`src/rtl/pwr_mode_pkg.sv`:
```
// constants and types shared by the mode controller and its helpers
package pwr_mode_pkg;

  // ************************************************************
  // mode select field codes
  // ************************************************************
  localparam logic [1:0] MODE_NORMAL = 2'h0;
  localparam logic [1:0] MODE_STOP = 2'h1;
  localparam logic [1:0] MODE_SLEEP = 2'h2;
  localparam logic [1:0] MODE_TRIGGER = 2'h3;

  // ************************************************************
  // interrupt source field codes
  // ************************************************************
  localparam logic [2:0] SRC_NONE = 3'h0;
  localparam logic [2:0] SRC_UNDERVOLT = 3'h1;
  localparam logic [2:0] SRC_OVERVOLT = 3'h2;
  localparam logic [2:0] SRC_WAKE_ONE = 3'h3;
  localparam logic [2:0] SRC_WAKE_TWO = 3'h4;
  localparam logic [2:0] SRC_LIN_WAKE = 3'h5;
  localparam logic [2:0] SRC_SEL_WAKE = 3'h6;
  localparam logic [2:0] SRC_AUX = 3'h7;

  // ************************************************************
  // timing
  // ************************************************************
  localparam int CLK_HZ = 50_000_000;
  localparam int REQ_TIMEOUT_MS = 150;
  localparam int REQ_TIMEOUT_CYC = REQ_TIMEOUT_MS * (CLK_HZ / 1000);
  localparam int WD_PERIOD_MS = 150;
  localparam int WD_PERIOD_CYC = WD_PERIOD_MS * (CLK_HZ / 1000);
  localparam int IRQ_PULSE_CYC = 4;

  typedef enum logic [2:0] {
    ST_RESET = 3'b000,
    ST_NORM_REQ = 3'b001,
    ST_NORMAL = 3'b011,
    ST_STOP = 3'b010,
    ST_SLEEP = 3'b110
  } mode_state_e;

endpackage

```
`src/rtl/pwr_mode_ctrl.sv`:
```
// operating mode controller and interrupt reporter of the analog die
// Operation
// - modes normal, stop and sleep; stop and sleep are wakeable low-power modes
// - stop keeps regulator on with limited current; sleep turns it off
// - leaving stop raises a wake interrupt; regulator stays on
// - leaving sleep restores regulator then resets host, no interrupt
// - host selects mode by writing the two-bit mode select field
// - wake events: wake input change, lin wake, select rising edge in stop
// - watchdog fails on missing trigger or trigger in closed window; resets
// - watchdog fully off while its config input is grounded
// - normal request: reset high, outputs and lin on, 150 ms timeout
// - normal: reset high, windowed watchdog, outputs lin and amplifier active
// - stop: reset high, watchdog and outputs off, lin recessive with wake
// - each fault reported as interrupt pulse, not a level
// - three unmaskable interrupt sources in normal mode
// - source field set per interrupt, read once then cleared
// - undervoltage sets flag and interrupts; flag follows condition
// - overvoltage sets flag and interrupts; flag follows condition
// - voltage detection, flags and interrupts disabled in stop and sleep
// - in stop, wake inputs and lin wakes interrupt unmaskably
// - watchdog served by normal and trigger mode writes; first service has no closed window
// - lin wake sets lin wake flag in stop and sleep
`timescale 1ns/100ps
module pwr_mode_ctrl
  import pwr_mode_pkg::*;
#(
  parameter int FIRST_CYC = REQ_TIMEOUT_CYC,
  parameter int PERIOD_CYC = WD_PERIOD_CYC,
  parameter int PULSE_CYC = IRQ_PULSE_CYC
)
(
  // clock and reset
  input wire logic i_ref_clk,
  input wire logic i_srst,
  // spi control write
  input wire logic i_mode_wr,
  input wire logic [1:0] i_mode_select_field,
  // spi status read, one cycle per completed status transfer
  input wire logic i_status_rd,
  // watchdog configuration
  input wire logic i_watchdog_config_input,
  // analog comparators and wake sources
  input wire logic i_primary_supply_low,
  input wire logic i_primary_supply_high,
  input wire logic i_aux_fault,
  input wire logic i_wake_input_one,
  input wire logic i_wake_input_two,
  input wire logic i_lin_wake,
  input wire logic i_spi_sel,
  // host lines
  output logic o_reset_n,
  output logic o_irq_n,
  // status
  output logic [2:0] o_interrupt_source_field,
  output logic o_undervoltage_flag,
  output logic o_overvoltage_flag,
  output logic o_lin_wake_flag,
  output logic [2:0] o_mode_state,
  // power and function enables
  output logic o_reg_on,
  output logic o_reg_limited,
  output logic o_high_side_en,
  output logic o_lin_tx_en,
  output logic o_sense_amp_en
);

  // ************************************************************
  // mode state machine
  // ************************************************************
  mode_state_e state_reg;
  mode_state_e state_next;
  logic wd_fail;
  logic wd_run;
  logic kick;
  logic [3:0] wake_ev;
  logic any_wake;
  logic undervolt_irq;
  logic overvolt_irq;
  logic aux_irq;
  logic detect_on;

  assign kick = i_mode_wr && (i_mode_select_field == MODE_TRIGGER ||
    i_mode_select_field == MODE_NORMAL);
  assign any_wake = |wake_ev;
  assign detect_on = (state_reg == ST_NORM_REQ) || (state_reg == ST_NORMAL);

  always_comb
  begin
    state_next = state_reg;
    unique case (state_reg)
      ST_RESET: state_next = ST_NORM_REQ;
      ST_NORM_REQ:
      begin
        if (wd_fail)
          state_next = ST_RESET;
        else if (kick)
          state_next = ST_NORMAL;
      end
      ST_NORMAL:
      begin
        if (wd_fail)
          state_next = ST_RESET;
        else if (i_mode_wr && i_mode_select_field == MODE_STOP)
          state_next = ST_STOP;
        else if (i_mode_wr && i_mode_select_field == MODE_SLEEP)
          state_next = ST_SLEEP;
      end
      ST_STOP:
      begin
        if (any_wake)
          state_next = ST_NORM_REQ;
      end
      ST_SLEEP:
      begin
        if (any_wake)
          state_next = ST_RESET;
      end
      default: state_next = ST_RESET;
    endcase
  end

  always_ff @(posedge i_ref_clk)
  begin
    if (i_srst)
      state_reg <= ST_RESET;
    else
      state_reg <= state_next;
  end

  // ************************************************************
  // mode outputs
  // ************************************************************
  always_ff @(posedge i_ref_clk)
  begin
    if (i_srst)
    begin
      o_reset_n <= 1'b0;
      o_reg_on <= 1'b1;
      o_reg_limited <= 1'b0;
      o_high_side_en <= 1'b0;
      o_lin_tx_en <= 1'b0;
      o_sense_amp_en <= 1'b0;
      o_mode_state <= 3'h0;
    end
    else
    begin
      o_reset_n <= (state_next != ST_RESET) && (state_next != ST_SLEEP);
      o_reg_on <= state_next != ST_SLEEP;
      o_reg_limited <= state_next == ST_STOP;
      o_high_side_en <= (state_next == ST_NORM_REQ) || (state_next == ST_NORMAL);
      o_lin_tx_en <= (state_next == ST_NORM_REQ) || (state_next == ST_NORMAL);
      o_sense_amp_en <= state_next == ST_NORMAL;
      o_mode_state <= state_next;
    end
  end

  // ************************************************************
  // watchdog
  // ************************************************************
  // grounded config holds the watchdog in reset
  assign wd_run = i_watchdog_config_input && detect_on;

  // fail is registered, so the reset state follows one cycle after the bad kick
  pwr_window_watchdog #(
    .FIRST_CYC(FIRST_CYC),
    .PERIOD_CYC(PERIOD_CYC)
  ) u_wd (
    .i_ref_clk(i_ref_clk),
    .i_srst(i_srst),
    .i_run(wd_run),
    .i_first(state_reg == ST_NORM_REQ),
    .i_kick(kick),
    .o_fail(wd_fail)
  );

  // ************************************************************
  // wake detection
  // ************************************************************
  pwr_wake_detect u_wake (
    .i_ref_clk(i_ref_clk),
    .i_srst(i_srst),
    .i_arm((state_reg == ST_STOP) || (state_reg == ST_SLEEP)),
    .i_sel_en(state_reg == ST_STOP),
    .i_wake_input_one(i_wake_input_one),
    .i_wake_input_two(i_wake_input_two),
    .i_lin_wake(i_lin_wake),
    .i_spi_sel(i_spi_sel),
    .o_event(wake_ev)
  );

  // ************************************************************
  // fault flags
  // ************************************************************
  logic uv_last_reg;
  logic ov_last_reg;
  logic aux_last_reg;

  always_ff @(posedge i_ref_clk)
  begin
    if (i_srst || !detect_on)
    begin
      o_undervoltage_flag <= 1'b0;
      o_overvoltage_flag <= 1'b0;
      uv_last_reg <= 1'b0;
      ov_last_reg <= 1'b0;
      aux_last_reg <= 1'b0;
    end
    else
    begin
      o_undervoltage_flag <= i_primary_supply_low;
      o_overvoltage_flag <= i_primary_supply_high;
      uv_last_reg <= i_primary_supply_low;
      ov_last_reg <= i_primary_supply_high;
      aux_last_reg <= i_aux_fault;
    end
  end

  // interrupts fire on the onset of each condition
  assign undervolt_irq = detect_on && i_primary_supply_low && !uv_last_reg;
  assign overvolt_irq = detect_on && i_primary_supply_high && !ov_last_reg;
  assign aux_irq = detect_on && i_aux_fault && !aux_last_reg;

  always_ff @(posedge i_ref_clk)
  begin
    if (i_srst)
      o_lin_wake_flag <= 1'b0;
    else if (wake_ev[2])
      o_lin_wake_flag <= 1'b1;
    else if (i_status_rd)
      o_lin_wake_flag <= 1'b0;
  end

  // ************************************************************
  // interrupt pulse and source field
  // ************************************************************
  logic stop_irq;
  logic any_irq;
  logic [2:0] src;
  logic [7:0] pulse_cnt_reg;

  // sleep wakes give a reset, not an interrupt
  assign stop_irq = (state_reg == ST_STOP) && any_wake;
  assign any_irq = undervolt_irq || overvolt_irq || aux_irq || stop_irq;

  always_comb
  begin
    src = SRC_NONE;
    if (stop_irq)
    begin
      if (wake_ev[0])
        src = SRC_WAKE_ONE;
      else if (wake_ev[1])
        src = SRC_WAKE_TWO;
      else if (wake_ev[2])
        src = SRC_LIN_WAKE;
      else
        src = SRC_SEL_WAKE;
    end
    else if (undervolt_irq)
      src = SRC_UNDERVOLT;
    else if (overvolt_irq)
      src = SRC_OVERVOLT;
    else if (aux_irq)
      src = SRC_AUX;
  end

  // a new source wins over a read-clear in the same cycle
  always_ff @(posedge i_ref_clk)
  begin
    if (i_srst)
      o_interrupt_source_field <= SRC_NONE;
    else if (any_irq)
      o_interrupt_source_field <= src;
    else if (i_status_rd)
      o_interrupt_source_field <= SRC_NONE;
  end

  always_ff @(posedge i_ref_clk)
  begin
    if (i_srst)
    begin
      pulse_cnt_reg <= 8'h0;
      o_irq_n <= 1'b1;
    end
    else if (any_irq)
    begin
      pulse_cnt_reg <= 8'(PULSE_CYC - 1);
      o_irq_n <= 1'b0;
    end
    else if (pulse_cnt_reg != 8'h0)
    begin
      pulse_cnt_reg <= pulse_cnt_reg - 8'h1;
      o_irq_n <= 1'b0;
    end
    else
    begin
      o_irq_n <= 1'b1;
    end
  end

endmodule

```
`src/rtl/pwr_window_watchdog.sv`:
```
// windowed watchdog with an open-only first period
`timescale 1ns/100ps
module pwr_window_watchdog
  import pwr_mode_pkg::*;
#(
  parameter int FIRST_CYC = REQ_TIMEOUT_CYC,
  parameter int PERIOD_CYC = WD_PERIOD_CYC
)
(
  // clock and reset
  input wire logic i_ref_clk,
  input wire logic i_srst,
  // control
  input wire logic i_run,
  input wire logic i_first,
  input wire logic i_kick,
  // status
  output logic o_fail
);

  logic [31:0] count_reg;
  logic closed;

  // closed part is the first half of each normal period
  assign closed = !i_first && (count_reg < 32'(PERIOD_CYC / 2));

  always_ff @(posedge i_ref_clk)
  begin
    if (i_srst || !i_run || i_kick)
    begin
      count_reg <= 32'h0;
    end
    else
    begin
      count_reg <= count_reg + 32'h1;
    end
  end

  always_ff @(posedge i_ref_clk)
  begin
    if (i_srst || !i_run)
    begin
      o_fail <= 1'b0;
    end
    else
    begin
      o_fail <= (i_kick && closed) ||
        (!i_kick && count_reg >= 32'(i_first ? FIRST_CYC - 1 : PERIOD_CYC - 1));
    end
  end

endmodule

```
`src/rtl/pwr_wake_detect.sv`:
```
// wake event detection on the wake inputs, lin and select line
`timescale 1ns/100ps
module pwr_wake_detect
(
  // clock and reset
  input wire logic i_ref_clk,
  input wire logic i_srst,
  // control
  input wire logic i_arm,
  input wire logic i_sel_en,
  // sources
  input wire logic i_wake_input_one,
  input wire logic i_wake_input_two,
  input wire logic i_lin_wake,
  input wire logic i_spi_sel,
  // events
  output logic [3:0] o_event
);

  logic [3:0] now;
  logic [3:0] last_reg;
  logic armed_reg;

  assign now = {i_spi_sel, i_lin_wake, i_wake_input_two, i_wake_input_one};

  always_ff @(posedge i_ref_clk)
  begin
    if (i_srst)
    begin
      last_reg <= 4'h0;
      armed_reg <= 1'b0;
    end
    else
    begin
      last_reg <= now;
      armed_reg <= i_arm;
    end
  end

  // the first armed cycle only takes a reference, so no stale edge wakes us
  always_ff @(posedge i_ref_clk)
  begin
    if (i_srst || !i_arm || !armed_reg)
    begin
      o_event <= 4'h0;
    end
    else
    begin
      o_event[0] <= now[0] ^ last_reg[0];
      o_event[1] <= now[1] ^ last_reg[1];
      o_event[2] <= i_lin_wake && !last_reg[2];
      o_event[3] <= i_sel_en && i_spi_sel && !last_reg[3];
    end
  end

endmodule

```
`config.mk`:
```
export PLATFORM = sky130hd
export DESIGN_NAME = pwr_mode_ctrl
export DESIGN_NICKNAME = d
export VERILOG_FILES = /design/src/rtl/pwr_mode_pkg.sv /design/src/rtl/pwr_mode_ctrl.sv /design/src/rtl/pwr_window_watchdog.sv /design/src/rtl/pwr_wake_detect.sv
export SDC_FILE = /design/constraint.sdc
export NUM_CORES = 1
export LEC_CHECK = 0
export ABC_AREA = 1
export BUFFER_PORTS_ARGS = -buffer_cell sky130_fd_sc_hd__buf_2
export CORE_ASPECT_RATIO = 1.75
export CORE_MARGIN = 2
export CORE_UTILIZATION = 35
export CTS_BUF_LIST = sky130_fd_sc_hd__clkbuf_8
export DETAILED_ROUTE_END_ITERATION = 10
export GPL_ROUTABILITY_DRIVEN = 0
export PLACE_DENSITY = 0.6
export RECOVER_POWER = 25
export SLEW_MARGIN = 20
export SYNTH_ARGS = -nofsm -noshare
export SYNTH_HDL_FRONTEND = slang
export SYNTH_SLANG_ARGS = --single-unit
```
`constraint.sdc`:
```
create_clock -name i_ref_clk -period 2.05 [get_ports i_ref_clk]
set_input_delay 0 -clock i_ref_clk [delete_from_list [all_inputs] [get_ports i_ref_clk]]
set_output_delay 0 -clock i_ref_clk [all_outputs]
set_load 0.005 [all_outputs]
```
# --- Word level (Yosys, flattened, before mapping) ---
# Cells that the tools add are included.
classes:
  addsub: 2
  n_lt_le_gt_ge: 2
  eq_ne: 11
  mux: 23
  bitwise: 2
  n_reduce_logical: 51
op_table:
  columns: ["operator", "n"]
  rows:
  - ["2-to-1 mux 3 bit", 14]
  - ["adder 32 x 1 -> 32 bit, second input constant", 1]
  - [">= comparator 32 x 23 -> 1 bit, second input constant", 1]
  - ["less-than comparator 32 x 22 -> 1 bit, second input constant", 1]
  - ["logical AND 1 bit", 18]
  - ["one-hot mux 3 bit (5 select lines)", 1]
  - ["logical OR 1 bit", 13]
  - ["== test 3 x 2 -> 1 bit, second input constant", 4]
  - ["logical NOT 1 bit", 11]
  - ["2-to-1 mux 2 bit", 4]
  - ["nonzero test 8 bit", 1]
  - ["subtractor 8 x 1 -> 8 bit, second input constant", 1]
  - ["== test 3 x 1 -> 1 bit, second input constant", 2]
  - ["nonzero test 2 bit", 3]
  - ["== test 2 bit, second input constant", 2]
  - ["2-to-1 mux 1 bit", 4]
  - ["OR reduction 4 bit", 1]
  - ["== test 3 bit, second input constant", 1]
  - ["logical NOT 3 bit", 1]
  - ["inequality test 3 bit, second input constant", 1]
  - ["nonzero test 3 bit", 1]
  - ["== test 2 x 1 -> 1 bit, second input constant", 1]
  - ["logical NOT 2 bit", 1]
  - ["OR reduction 2 bit", 1]
  - ["bitwise XOR 1 bit", 2]
totals:
  ff_bits: 66
  inputBits: 14
  output_inout_bits: 16
  wordCells: 110

# --- Depth between registers and ports, before layout ---
depth:
  ltp_word: 9
  depth_mapped: 11
  depth_no_buf: 11

# --- Hierarchy ---
# Synthesis repeated with hierarchy kept, for this count alone.
unflattened:
  cells_unflattened: 501
  hier_area_um2: 3485.8
modules_own_cells:
  columns: ["module", "n_inst", "cells_each", "area_per_inst_um2", "seq_area_each_um2"]
  rows:
  - ["pwr_window_watchdog", 1, 302, 1983.2, 660.6]
  - ["pwr_mode_ctrl", 1, 163, 1211.2, 480.5]
  - ["pwr_wake_detect", 1, 36, 291.5, 180.2]

# --- Worst setup path after synthesis ---
# OpenSTA, ideal clock, no wires.
synth_path:
  path_type: "reg-to-reg"
  start: "reg u_wd.count_reg[0]"
  end: "reg u_wd.count_reg[18]"
  setup_ps: 116
  t_arrival_ps: 1282
  t_required_ps: 1934
  slack_ps: 653
  stages_incl_launch_ff: 11
  n_path_buf: 0
  synth_period_minus_slack_ps: 1397
  path_cell_list: "dfxtp_1 ha_1 inv_1 nor2_2 nand2_2 nor2_4 nand2_2 inv_1 nand2_1 o21ai_0 nor2_1"
synth_between:
  elab_chain_cells: 1
synth_rtl:
  columns: ["element", "line_no", "text"]
  rows:
  - ["start, declared", "pwr_window_watchdog.sv:21", "logic [31:0] count_reg;"]
  - ["start signal, assigned", "pwr_window_watchdog.sv:35", "count_reg <= count_reg + 32'h1;"]
  - ["adder 32 x 1 -> 32 bit", "pwr_window_watchdog.sv:35", null]
# Every way passes these cells.
# A chain may end at the register's enable or synchronous reset.

# --- Worst setup path after layout ---
layout_path:
  start: "reg u_wd.count_reg[0]"
  end: "reg u_wd.count_reg[20]"
# The elaborated chain is that of the path after synthesis.

==> out/metrics.yaml <==
placed_cell_area_sq_mm: 0.00353
avgSynthCellArea_sq_um: 6.70
p_leak_nw: 1.55
tritoncts: "built"
critPathSlowestCell: "dfxtp_1"
clk_path_buf_depth: 2
boundaryPins: 30
area_delta_synth_final_pct: 17.6
grt_setup_unrepaired: "false"
totalWireLength_mm: 8.28
holdCritPathClass: "in2reg"
p_sw_uw: 914
clock_sinks: 66
final_core_util_pct: 42.4
r2r-start: "u_wd.count_reg[0]$_SDFF_PP0_"
largest_reg_flops: 32
cp-start-kind: "flip-flop"
antenna_cells: 0
hold_viol: 0
place_hpwl_mm: 6.42
comb_power_share_pct: 18.6
drive_above_1_share_pct: 12.7
num_vias: 3127
dp_cells: 631
synth_area_leaders: "dfxtp_1, nand2_1, nor2_1"
whs_ps: 113
syn-num-nets: 504
grt_pass1_wl_mm: 13.7
worstPathMaxFanout: 4
grt.overflow.total: 0
relSlewSlack_pct: 57.8
postRouteAntennaNets: 0
switching_share_pct: 28.4
drv_cap: 0
total_power_mw: 3.22
finalMaxSlewViolations: 0
fmax_ghz: 0.628
worstSetupPathType: "reg2reg"
coreArea_sq_mm: 0.00904
initial_core_util_pct: 36.0
viasPerCell: 4.77
rrSetupSlack_ps: 460
antenna_found_initial: 0
dr.pass1.iters: 4
outcome: "finished, final reports clean"
ff2ff_path_depth: 11
cts_buffers: 9
yosys_warnings: 0
dp_slack_ps: 456
nNetsFinal: 549
power_frac_seq_pct: 45.4
critPathCapture: "u_wd.count_reg[20]$_SDFF_PP0_"
die_h_um: 132
netlist.area_leader.share_pct: 40.6
final_area_sq_mm: 0.00383
p_int_mw: 2.31
root_buffer: "clkbuf_8"
fin_crit_ps: 1590
ir_worst_vdd_mv: 0.438
layout_setup_ws_ps: 457
synth.cell_area_sq_mm: 0.00326
num_rows: 46
path_cells: "ha_1 > inv_1 > nor2_2 > nand2_2 > inv_2 > nand2_2 > nor2_2 > nand2_1 > nand2_1 > nand2_1 > nor2_1"
n_fill_cell: 956
die_area_sq_mm: 0.0101
final_cells: 656
grt_max_degree: 21
ys_seq_area_share_pct: 40.6
yosysTopAreaCell: "dfxtp_1"
clk_latency_ps: 350
clkTransAtPathRegs_ps: 70
crit_path_start: "u_wd.count_reg[0]$_SDFF_PP0_"
die_w_um: 76.9
critPathArrivalTime_ps: 1880
p_clk_share_pct: 36.0
grt_usage_pct: 17.3
drt_iter0_markers: 113
cp-end-kind: "flip-flop"
synth_seq_cells: 66
tns_ps: 0
setup_viol: 0
slowest_delay_ps: 350
post-route-drc-count: 0
cts_setup_buffers: 0
p_per_area_mw_per_mm2: 841
cts.htree.levels: 3
fin_crit_sh_pct: 77.7
port_buffers: 29
cp.required_ps: 2340
synth.distinct_cells: 28
tightest_slew_ps: 633
syn_inst: 486
r2r_end: "u_wd.count_reg[20]$_SDFF_PP0_"
finClkSkew_ps: 9.05
crit_path_frequent_cell: "nand2_1"
grt_pass1_vias: 3126
wl_per_cell_um: 12.6
## repair_timing
| action | in CTS | in global routing |
|---|---|---|
| resized for setup | 0 | 0 |
| hold buffers | 9 | 0 |
| endpoints found under the hold margin | 19 | 0 |
## routing by layer
metal  GRT usage, %  part of all wire [%]  vias up
met5              0                     0        -
met4           13.0                   5.3        0
met3           3.57                   3.9       32
met2           32.3                    54       79
met1           16.0                    37     1395
li1               -                     -     1621
## synthesized netlist by cell type, drive strengths merged
library cell  number
a21oi             32
buf                5
clkbuf             2
dfxtp             66
ha                 4
inv               61
nand2            134
nand3             30
nand3b             5
nand4              4
nor2              90
nor3              24
o21a               1
o21ai             11
o21bai             2
o22ai              1
o31ai              1
or2                2
xnor2              4
xor2               7
## cells in the final DEF, fill, tap and decap left out
cell type and n:
nand2_1 127, nor2_1 81, dfxtp_1 66, inv_1 57
a21oi_1 32, nand3_1 29, buf_2 24, nor3_1 21
clkbuf_8 12, o21ai_0 11, dlygate4sd3_1 9, xor2_1 7
nand2_2 7, nor2_2 6, clkbuf_1 6, nand3b_1 5
xnor2_1 4, nand4_1 4, inv_2 4, ha_1 4
nor2_4 3, o21bai_1 2, or2_2 2, nor3_2 2
clkinv_2 2, buf_4 2, o22ai_1 1, nor3_4 1
o21a_1 1, o31ai_1 1, nand3_2 1, bufinv_16 1
clkinv_4 1
## area by class of cell
cell class                      instances  area [sq um]  share of cell area (%)
Timing Repair Buffer                   41           248                    6.47
Clock inverter                          4          48.8                    1.27
Clock buffer                           12           165                    4.32
Tap cell                              120           150                    3.92
Inverter                               61           229                    5.98
Sequential cell                        66          1320                    34.5
Multi-Input combinational cell        352          1670                    43.5
## power by group through the flow
stage / sequential [mW] / clock, mW / combinational (mW)
6_report: 1.46 / 1.16 / 0.600
5_1_grt: 1.47 / 1.25 / 0.685
4_1_cts: 1.46 / 1.19 / 0.611
3_5_place_dp: 1.49 / 0 / 0.593
3_3_place_gp: 1.49 / 0 / 0.583
2_1_floorplan: 1.48 / 0 / 0.458
## worst max-delay path: cells and delay by family, from the launching register on
family | cells | cell delay [ps]
and+or+nand+nor | 8 | 820
DFF | 1 | 350
adders and majority gates | 1 | 200
buffers and inverters | 2 | 160
## logic make-up (layout without fill, tap and decap cells)
kind of cell               Yosys count  count (layout)  share of synthesized area, %
xor gates and xnor gates            11              11                          2.96
DFF                                 66              66                          40.6
and+or+nand+nor                    289             289                          38.9
AOI/OAI and AO/OA                   48              48                          7.72
buffers and inverters               68             118                          8.26
adders and majority gates            4               4                          1.54
## worst min path at each step
stage                                 start                                        to  slack (ps)  depth (start not counted)
floorplan                            i_srst  o_interrupt_source_field[0]$_SDFFE_PP0P_          70                          1
global placement                 i_lin_wake             u_wake.last_reg[2]$_SDFF_PP0_         230                          3
detailed placement     i_primary_supply_low                    uv_last_reg$_SDFF_PP0_         240                          3
CTS                 i_watchdog_config_input                    u_wd.o_fail$_SDFF_PP0_          90                          7
global route        i_watchdog_config_input                    u_wd.o_fail$_SDFF_PP0_         140                          7
finish              i_watchdog_config_input                    u_wd.o_fail$_SDFF_PP0_         110                          7
Power figures use the tool's default switching activity.
